[src/include/breaker_fail_pkg.sv]
// How it works
// - current-only mode: current pick-up starts both timers, trip output not watched
// - current-only: repeat trip after retrip delay, breaker fail after fail delay
// - current-only: timers clear once both currents drop below thresholds
// - current-and-output: timers held until monitored trip output goes active
// - current-and-output: timers reset when current drops or trip output drops
// - current-or-output: either condition starts timing and keeps pick-up
// - current-or-output: reset only when current low and trip output released
// - without repeat trip stage only the breaker fail timer matters
// - signal mode: digital input starts breaker fail timing, fires if held
// - signal mode may add current and output monitoring as pick-up terms
// - time-stamped ON and OFF events for eight states, masked per event
// - clearable counters for repeat trip, breaker fail, start and blocked
// - each ON event stores a record; only the latest twelve kept
// - retrip delay in 5 ms steps, default 100 ms
// - breaker fail delay programmable, default 200 ms
// - block at pick-up gives blocked, block after start resets start
// - retrip disabled suppresses repeat trip output and its timing
package breaker_fail_pkg;
	localparam int unsigned CLK_HZ      = 40_000_000;
	localparam int unsigned TICK_US     = 5000;
	localparam int unsigned TICK_CYCLES = CLK_HZ / 1_000_000 * TICK_US;
	localparam int unsigned CUR_W       = 16;
	localparam int unsigned DLY_W       = 19;
	localparam int unsigned TS_W        = 32;
	localparam int unsigned GRP_W       = 3;
	localparam int unsigned CNT_W       = 16;
	localparam int unsigned LOG_DEPTH   = 12;
	localparam int unsigned NUM_EVENTS  = 8;
	localparam int unsigned RETRIP_DELAY_DEF_US = 100_000;
	localparam int unsigned FAIL_DELAY_DEF_US   = 200_000;
	// defaults in program cycle ticks
	localparam logic [DLY_W-1:0] REPEAT_TRIP_DELAY_DEF =
		DLY_W'(RETRIP_DELAY_DEF_US / TICK_US);
	localparam logic [DLY_W-1:0] BREAKER_FAIL_DELAY_DEF =
		DLY_W'(FAIL_DELAY_DEF_US / TICK_US);

	typedef enum logic [2:0] {
		MODE_CURRENT     = 3'h0,
		MODE_CUR_AND_OUT = 3'h1,
		MODE_CUR_OR_OUT  = 3'h2,
		MODE_SIGNAL      = 3'h3,
		MODE_SIG_CUR_OUT = 3'h4
	} mode_t;

	typedef enum logic [2:0] {
		EV_START    = 3'h0,
		EV_RETRIP   = 3'h1,
		EV_FAIL     = 3'h2,
		EV_BLOCK    = 3'h3,
		EV_OUT_MON  = 3'h4,
		EV_SIGNAL   = 3'h5,
		EV_PHASE    = 3'h6,
		EV_RESIDUAL = 3'h7
	} event_id_t;

	typedef struct packed {
		logic [CUR_W-1:0] phase_l1;
		logic [CUR_W-1:0] phase_l2;
		logic [CUR_W-1:0] phase_l3;
		logic [CUR_W-1:0] residual;
	} currents_t;

	// event_mask bit 2*id stores ON, bit 2*id+1 stores OFF
	typedef struct packed {
		mode_t                   mode;
		logic                    retrip_enable;
		logic [CUR_W-1:0]        phase_pickup_threshold;
		logic [CUR_W-1:0]        residual_pickup_threshold;
		logic [DLY_W-1:0]        repeat_trip_delay;
		logic [DLY_W-1:0]        breaker_fail_delay;
		logic [GRP_W-1:0]        setting_group;
		logic [2*NUM_EVENTS-1:0] event_mask;
	} settings_t;

	typedef struct packed {
		event_id_t        id;
		logic             is_on;
		logic [TS_W-1:0]  stamp;
	} event_t;

	typedef struct packed {
		logic [TS_W-1:0]  stamp;
		event_id_t        id;
		logic [CUR_W-1:0] max_phase;
		logic [CUR_W-1:0] residual;
		logic [DLY_W-1:0] retrip_left;
		logic [DLY_W-1:0] fail_left;
		logic [GRP_W-1:0] setting_group;
	} record_t;

	typedef struct packed {
		logic [CNT_W-1:0] retrip;
		logic [CNT_W-1:0] fail;
		logic [CNT_W-1:0] start;
		logic [CNT_W-1:0] blocked;
	} counters_t;
endpackage

[src/rtl/breaker_failure_retrip_logic.sv]
`timescale 1ns/1ps
`default_nettype none
module breaker_failure_retrip_logic #(
	parameter int unsigned TICK_CYCLES = breaker_fail_pkg::TICK_CYCLES,
	parameter int unsigned LOG_DEPTH   = breaker_fail_pkg::LOG_DEPTH
) (
	input  wire logic                          core_clk,
	input  wire logic                          rst_b,
	input  wire breaker_fail_pkg::currents_t   currents,
	input  wire breaker_fail_pkg::settings_t   settings,
	input  wire logic                          out_monitor,
	input  wire logic                          trip_signal_in,
	input  wire logic                          block_in,
	input  wire logic [breaker_fail_pkg::TS_W-1:0] timestamp,
	input  wire logic                          counter_clear,
	input  wire logic [3:0]                    log_age,
	output logic                               start,
	output logic                               repeat_trip_output,
	output logic                               breaker_fail_output,
	output logic                               blocked,
	output logic                               event_valid,
	output breaker_fail_pkg::event_t           event_out,
	output breaker_fail_pkg::counters_t        counters,
	output logic [3:0]                         log_count,
	output breaker_fail_pkg::record_t          log_record
);
	import breaker_fail_pkg::*;

	localparam int unsigned TW = $clog2(TICK_CYCLES + 1);

	generate
		if (TICK_CYCLES < 1 || LOG_DEPTH < 1 || LOG_DEPTH > 15) begin : g_bad
			$error("unsupported tick count or log depth");
		end
	endgenerate

	function automatic logic [CUR_W-1:0] max2(input logic [CUR_W-1:0] a,
		input logic [CUR_W-1:0] b);
		max2 = (a > b) ? a : b;
	endfunction

	function automatic logic [DLY_W-1:0] left(input logic [DLY_W-1:0] dly,
		input logic [DLY_W-1:0] el);
		left = (dly > el) ? dly - el : '0;
	endfunction

	function automatic logic [CNT_W-1:0] bump(input logic [CNT_W-1:0] c,
		input logic inc, input logic clr);
		logic [CNT_W-1:0] base;
		base = clr ? '0 : c;
		bump = (inc && base != '1) ? base + 1'b1 : base;
	endfunction

	// timing state
	logic [TW-1:0]         tick_cnt_q, tick_cnt_d;
	logic [DLY_W-1:0]      elapsed_q, elapsed_d;
	logic [NUM_EVENTS-1:0] state_q, state_d;
	// event and log state
	logic [NUM_EVENTS-1:0] pend_on_q, pend_on_d, pend_off_q, pend_off_d;
	logic                  event_valid_d;
	event_t                event_d;
	counters_t             counters_d;
	logic [3:0]            wptr_q, wptr_d, log_count_d;
	logic                  wr_en;
	record_t               wr_rec;
	logic [3:0]            rd_addr;

	logic                  tick;
	logic [CUR_W-1:0]      max_phase;
	logic                  phase_pu, res_pu, cur_pu, pickup;
	logic                  start_n, retrip_n, fail_n, blocked_n;
	logic [NUM_EVENTS-1:0] rise, fall, gnt_on, gnt_off;
	logic [4:0]            age_sum;

	always_comb begin
		tick = (tick_cnt_q == '0);
		tick_cnt_d = tick ? TW'(TICK_CYCLES - 1) : tick_cnt_q - 1'b1;
		max_phase = max2(max2(currents.phase_l1, currents.phase_l2),
			currents.phase_l3);
		phase_pu = max_phase > settings.phase_pickup_threshold;
		res_pu = currents.residual > settings.residual_pickup_threshold;
		cur_pu = phase_pu | res_pu;
		case (settings.mode)
			MODE_CURRENT:     pickup = cur_pu;
			MODE_CUR_AND_OUT: pickup = cur_pu & out_monitor;
			MODE_CUR_OR_OUT:  pickup = cur_pu | out_monitor;
			MODE_SIGNAL:      pickup = trip_signal_in;
			MODE_SIG_CUR_OUT: pickup = trip_signal_in | cur_pu | out_monitor;
			default:          pickup = cur_pu;
		endcase
		blocked_n = pickup & block_in;
		start_n = pickup & ~block_in;
		elapsed_d = elapsed_q;
		state_d = state_q;
		if (tick) begin
			if (start_n && state_q[EV_START]) begin
				elapsed_d = (elapsed_q == '1) ? elapsed_q : elapsed_q + 1'b1;
			end else begin
				elapsed_d = '0;
			end
		end
		retrip_n = start_n & settings.retrip_enable &
			(elapsed_d >= settings.repeat_trip_delay);
		fail_n = start_n & (elapsed_d >= settings.breaker_fail_delay);
		if (tick) begin
			state_d = {res_pu, phase_pu, trip_signal_in, out_monitor,
				blocked_n, fail_n, retrip_n, start_n};
		end
	end

	always_ff @(posedge core_clk or negedge rst_b) begin
		if (!rst_b) begin
			tick_cnt_q <= '0;
			elapsed_q  <= '0;
			state_q    <= '0;
		end else begin
			tick_cnt_q <= tick_cnt_d;
			elapsed_q  <= elapsed_d;
			state_q    <= state_d;
		end
	end

	assign start               = state_q[EV_START];
	assign repeat_trip_output  = state_q[EV_RETRIP];
	assign breaker_fail_output = state_q[EV_FAIL];
	assign blocked             = state_q[EV_BLOCK];

	// one pending edge is reported per clock, ON edges first, low id first
	always_comb begin
		rise = state_d & ~state_q;
		fall = ~state_d & state_q;
		gnt_on = pend_on_q & (~pend_on_q + 1'b1);
		gnt_off = (pend_on_q == '0) ? pend_off_q & (~pend_off_q + 1'b1) : '0;
		pend_on_d = (pend_on_q & ~gnt_on) | rise;
		pend_off_d = (pend_off_q & ~gnt_off) | fall;
		event_d = event_out;
		event_valid_d = 1'b0;
		for (int i = 0; i < NUM_EVENTS; i++) begin
			if (gnt_on[i] || gnt_off[i]) begin
				event_d.id = event_id_t'(i);
				event_d.is_on = gnt_on[i];
				event_d.stamp = timestamp;
				event_valid_d = gnt_on[i] ? settings.event_mask[2*i]
					: settings.event_mask[2*i+1];
			end
		end
		wr_en = (gnt_on != '0);
		wr_rec.stamp = timestamp;
		wr_rec.id = event_d.id;
		wr_rec.max_phase = max_phase;
		wr_rec.residual = currents.residual;
		wr_rec.retrip_left = settings.retrip_enable ?
			left(settings.repeat_trip_delay, elapsed_q) : '0;
		wr_rec.fail_left = left(settings.breaker_fail_delay, elapsed_q);
		wr_rec.setting_group = settings.setting_group;
		wptr_d = wptr_q;
		log_count_d = log_count;
		if (wr_en) begin
			wptr_d = (32'(wptr_q) == LOG_DEPTH - 1) ? '0 : wptr_q + 1'b1;
			if (32'(log_count) < LOG_DEPTH) begin
				log_count_d = log_count + 1'b1;
			end
		end
		// age 0 is the newest record
		age_sum = 5'(wptr_q) + 5'(LOG_DEPTH) - 5'd1 - 5'(log_age);
		rd_addr = (32'(age_sum) >= LOG_DEPTH) ? 4'(age_sum - 5'(LOG_DEPTH))
			: age_sum[3:0];
		counters_d.retrip = bump(counters.retrip, rise[EV_RETRIP],
			counter_clear);
		counters_d.fail = bump(counters.fail, rise[EV_FAIL], counter_clear);
		counters_d.start = bump(counters.start, rise[EV_START],
			counter_clear);
		counters_d.blocked = bump(counters.blocked, rise[EV_BLOCK],
			counter_clear);
	end

	always_ff @(posedge core_clk or negedge rst_b) begin
		if (!rst_b) begin
			pend_on_q   <= '0;
			pend_off_q  <= '0;
			event_out   <= '0;
			event_valid <= 1'b0;
			counters    <= '0;
			wptr_q      <= '0;
			log_count   <= '0;
		end else begin
			pend_on_q   <= pend_on_d;
			pend_off_q  <= pend_off_d;
			event_out   <= event_d;
			event_valid <= event_valid_d;
			counters    <= counters_d;
			wptr_q      <= wptr_d;
			log_count   <= log_count_d;
		end
	end

	breaker_fail_record_ram #(
		.DEPTH (LOG_DEPTH),
		.WIDTH ($bits(record_t)),
		.AW    (4)
	) u_log (
		.core_clk (core_clk),
		.rst_b    (rst_b),
		.wr_en    (wr_en),
		.wr_addr  (wptr_q),
		.wr_data  (wr_rec),
		.rd_addr  (rd_addr),
		.rd_data  (log_record)
	);
endmodule // breaker_failure_retrip_logic
`default_nettype wire

[src/rtl/breaker_fail_record_ram.sv]
`timescale 1ns/1ps
`default_nettype none
module breaker_fail_record_ram #(
	parameter int unsigned DEPTH = 12,
	parameter int unsigned WIDTH = 8,
	parameter int unsigned AW    = 4
) (
	input  wire logic             core_clk,
	input  wire logic             rst_b,
	input  wire logic             wr_en,
	input  wire logic [AW-1:0]    wr_addr,
	input  wire logic [WIDTH-1:0] wr_data,
	input  wire logic [AW-1:0]    rd_addr,
	output logic      [WIDTH-1:0] rd_data
);
	logic [WIDTH-1:0] mem_q [DEPTH];
	logic [WIDTH-1:0] rd_data_d;

	always_comb begin
		rd_data_d = '0;
		if (32'(rd_addr) < DEPTH) begin
			rd_data_d = mem_q[rd_addr];
		end
	end

	always_ff @(posedge core_clk) begin
		if (wr_en && 32'(wr_addr) < DEPTH) begin
			mem_q[wr_addr] <= wr_data;
		end
	end

	always_ff @(posedge core_clk or negedge rst_b) begin
		if (!rst_b) begin
			rd_data <= '0;
		end else begin
			rd_data <= rd_data_d;
		end
	end
endmodule // breaker_fail_record_ram
`default_nettype wire

[config.mk]
export PLATFORM = sky130hd
export DESIGN_NAME = breaker_failure_retrip_logic
export DESIGN_NICKNAME = d
export VERILOG_FILES = /design/src/include/breaker_fail_pkg.sv /design/src/rtl/breaker_failure_retrip_logic.sv /design/src/rtl/breaker_fail_record_ram.sv
export SDC_FILE = /design/constraint.sdc
export NUM_CORES = 2
export LEC_CHECK = 0
export ABC_CLOCK_PERIOD_IN_PS = 11240
export BUFFER_PORTS_ARGS = -buffer_cell sky130_fd_sc_hd__buf_2
export CAP_MARGIN = 20
export CORE_MARGIN = 2
export CORE_UTILIZATION = 35
export CTS_CLUSTER_SIZE = 12
export DETAILED_ROUTE_END_ITERATION = 16
export SYNTH_ARGS = -nofsm -noshare
export SYNTH_HDL_FRONTEND = slang
export SYNTH_SLANG_ARGS = --single-unit
[constraint.sdc]
create_clock -name core_clk -period 11.24 [get_ports core_clk]
set_clock_uncertainty 0.2 [all_clocks]
set_input_delay 0 -clock core_clk [delete_from_list [all_inputs] [get_ports core_clk]]
set_output_delay 0 -clock core_clk [all_outputs]
set_load 0.02 [all_outputs]
==> results.py <==
metrics = {
    "global_routing": {
        "overflow": 0,
        "grt_max_degree": 134,
        "grt_pass1_vias": 37133,
        "antenna_found_initial": 17,
        "globalRouteTotalUtil_pct": 17.6,
        "grt_pass1_wl_um": 249000,
    },
    "timing": {
        "timing.setup.tns_ps": 0,
        "fin_ws_ps": 2600,
        "setup-violations-final": 0,
        "rsz0062_at_grt": "no",
        "final-max-slew-violation-count": 0,
        "slew_headroom_pct": 25.4,
        "fmax_mhz": 116,
        "min_period_over_period_pct": 76.9,
        "tightest_slew_ps": 1120,
        "period_minus_slack_ps": 8640,
        "hold_viol": 0,
    },
    "setup_path": {
        "reg2regPathDepth": 19,
        "reg2reg_slack_ps": 5600,
        "worst_path_largest_cell_delay_ps": 600,
        "r2r-end": "counters[45]",
        "cp_max_fo": 20,
        "worst_ep_required_time_ps": 11790,
        "critPathCaptureType": "flip-flop",
        "critPathKind": "primary input to flip-flop",
        "cpMaxStageDelayCell": "a21oi_1",
        "cp_common_cell": "a21oi_1",
        "arrival_ps": 9190,
        "critPathLaunchType": "primary input",
        "r2r-start": "tick_cnt_q[0]",
    },
    "drt": {
        "num_vias": 36205,
        "drc_errors": 0,
        "drt_iter0_drc": 3047,
        "vias_per_cell": 5.13,
        "post_drt_wl_per_cell_um": 23.9,
        "firstDrtPassIters": 5,
        "wl_um": 169000,
        "ant_nets": 0,
    },
    "layout": {
        "area_growth_pct": 19.7,
        "final_cell_mix": "1,296 x edfxtp_1, 414 x buf_2, 324 x mux4_2, 278 x dfrtp_1, 207 x nand2_1",
        "final_cells": 7061,
        "n_fill_cell": 16555,
        "final_util_pct": 42.1,
        "nets": 4786,
        "mostFrequentLayoutCell": "edfxtp_1",
        "drive_above_1_share_pct": 25.3,
    },
    "clocking": {
        "cts_buffers": 171,
        "clk_pin_slew_ps": 60,
        "clock_path_buffers": 3,
        "insertion_delay_ps": 830,
        "clock-root-buffer": "clkbuf_16",
        "cts-resized-gates": 0,
        "cts_tree": "built",
        "post_cts_buffers": 0,
        "cts_sinks": 1574,
        "htreeDepth": 4,
    },
    "pwr": {
        "p_comb_share_pct": 18.1,
        "irDropWorstVdd_uv": 177,
        "leakage_nw": 28.3,
        "switching_share_pct": 27.7,
        "p_per_area_nw_per_um2": 191,
        "p_sw_w": 0.00413,
        "p_total_w": 0.0149,
        "seq_power_share_pct": 44.9,
        "internal_power_w": 0.0108,
        "clockPowerShare_pct": 36.9,
    },
    "logic_synthesis": {
        "yosysSeqAreaShare_pct": 70.4,
        "postSynthAreaPerCell_um2": 17.5,
        "synth_top_family_by_area": "multiplexers",
        "yosys-mux-area-fraction_pct": 14.4,
        "yosys_warnings": 0,
        "async_flop_share_pct": 17.7,
        "synth_edf_count": 1296,
        "synth-compound-area-share_pct": 3.84,
        "synthCells": 3728,
        "synth_cell_types": 87,
        "synth-xor-area-share_pct": 1.22,
        "synth_ff_type": "edfxtp_1",
        "synthAdderAreaFrac_pct": 3.15,
        "synth-simple-area-share_pct": 5.20,
        "synthesis.nets": 4089,
        "netlist_area_um2": 65200,
        "ys_ff_latch": 1574,
    },
    "die": {
        "io_pins": 416,
        "row_count": 158,
        "fp.dieW_um": 435,
        "die_h_um": 435,
        "core_area_um2": 185000,
        "initial_utilization_pct": 35.2,
        "die_area_um2": 190000,
    },
    "placement": {
        "port_buffers": 415,
        "post-place-ws_ps": 1560,
        "finalWeightedCongestion": 0.842,
        "dp_hpwl_um": 95600,
        "dp.cells": 6545,
    },
    "min_path": {
        "min_to": "pend_on_q[2]",
        "holdCritStartpoint": "block_in",
        "hold_path_class": "primary input to flip-flop",
        "hold_depth": 4,
    },
    "flow_run": {
        "max-cap-violations": 0,
    },
    "outcome": {
        "status": "complete, no violations",
    },
}
-- cell usage after synthesis (11+ instances only) --
cell type	n	area share (%)
mux4_2	324	11
xor2_1	20	0.27
nor3_1	34	0.26
nand2_1	207	1.2
and2_1	23	0.22
inv_1	160	0.92
a21oi_1	81	0.62
clkbuf_1	120	0.69
and3_1	24	0.23
or3_1	20	0.19
nand3_1	67	0.51
o21ai_1	37	0.28
nor4_1	17	0.16
a21o_1	33	0.38
nand2b_1	15	0.14
o21ai_0	143	1.1
ha_1	159	3.1
edfxtp_1	1296	60
mux2_4	30	0.69
mux2_2	33	0.57
o31ai_1	17	0.20
mux2i_1	111	1.7
dfrtp_1	278	11
nor2b_1	43	0.41
mux2_1	12	0.21
nor2_1	139	0.80
o21a_1	11	0.13
buf_1	12	0.069
nand4_1	29	0.28
xnor2_1	71	0.95
-- registers in the layout, indices dropped and copies added (netlist names) --
signal and cells:
counters 64, elapsed_q 19, event_out 36, event_valid 1
log_count 4, pend_off_q 8, pend_on_q 8, state_q 8
tick_cnt_q 18, u_log.mem_q 1296, u_log.rd_data 108, wptr_q 4
-- cell type report --
class | count | area, um^2 | area share (%)
Sequential cell | 1574 | 45900 | 58.8
Multi-Input combinational cell | 1850 | 18300 | 23.4
Clock buffer | 262 | 4910 | 6.30
Timing Repair Buffer | 667 | 4540 | 5.83
Tap cell | 2480 | 3100 | 3.98
Clock inverter | 58 | 643 | 0.825
Inverter | 161 | 604 | 0.775
Antenna cell | 9 | 22.5 | 0.0289
-- how the worst max path moves through the flow --
stage | startpoint | to | slack [ps] | depth (start not counted)
after CTS | currents[33] | counters[45] | 2560 | 41
final | currents[33] | counters[45] | 2600 | 41
after floorplan | pend_on_q[1] | u_log.mem_q[0][0] | 1800 | 7
after detailed placement | currents[33] | counters[45] | 1560 | 41
after global placement | currents[33] | counters[45] | 1580 | 41
after global routing | currents[33] | counters[40] | 1930 | 41
-- worst max-delay path: cells and delay by family --
| kind | cells | cell delay [ps] |
|---|---|---|
| multiplexers | 2 | 780 |
| AO/OA/AOI/OAI | 18 | 3220 |
| adder cells (fa/ha/maj) | 4 | 1200 |
| buffers and inverters | 6 | 1140 |
| AND/OR/NAND/NOR | 11 | 2850 |
-- repair_timing --
item,CTS,global route
setup endpoints to repair,0,0
hold buffers,187,0
hold endpoints to repair,1347,0
-- stage by stage --
step                hold WS [ps]  cell area, um^2
floorplan                   -496            65200
global placement            -180            70500
detailed placement          -180            70500
CTS                        0.849            77900
global route                72.1            78000
finish                      71.5            78000
-- cell families after synthesis --
logic type	after synthesis
AND/OR/NAND/NOR	676
buffers and inverters	304
adder cells (fa/ha/maj)	162
XOR/XNOR	91
multiplexers	510
AO/OA/AOI/OAI	411
flip-flops	1574
-- layer usage --
layer,wire (um),global-route usage [%],up-vias
met2,80000,28.2,1062
met5,23,0,-
li1,-,-,16042
met4,4420,5.26,4
met1,74700,24.6,18854
met3,9510,3.11,243
-- power groups by stage --
stage | clock, W | sequential (W) | combinational [W]
final | 0.00551 | 0.00670 | 0.00271
after floorplan | 0 | 0.00702 | 0.00143
after CTS | 0.00564 | 0.00671 | 0.00277
after global routing | 0.00587 | 0.00672 | 0.00293
after global placement | 0 | 0.00683 | 0.00268
after detailed placement | 0 | 0.00683 | 0.00270
No activity file was read; power rests on OpenSTA's default activity.
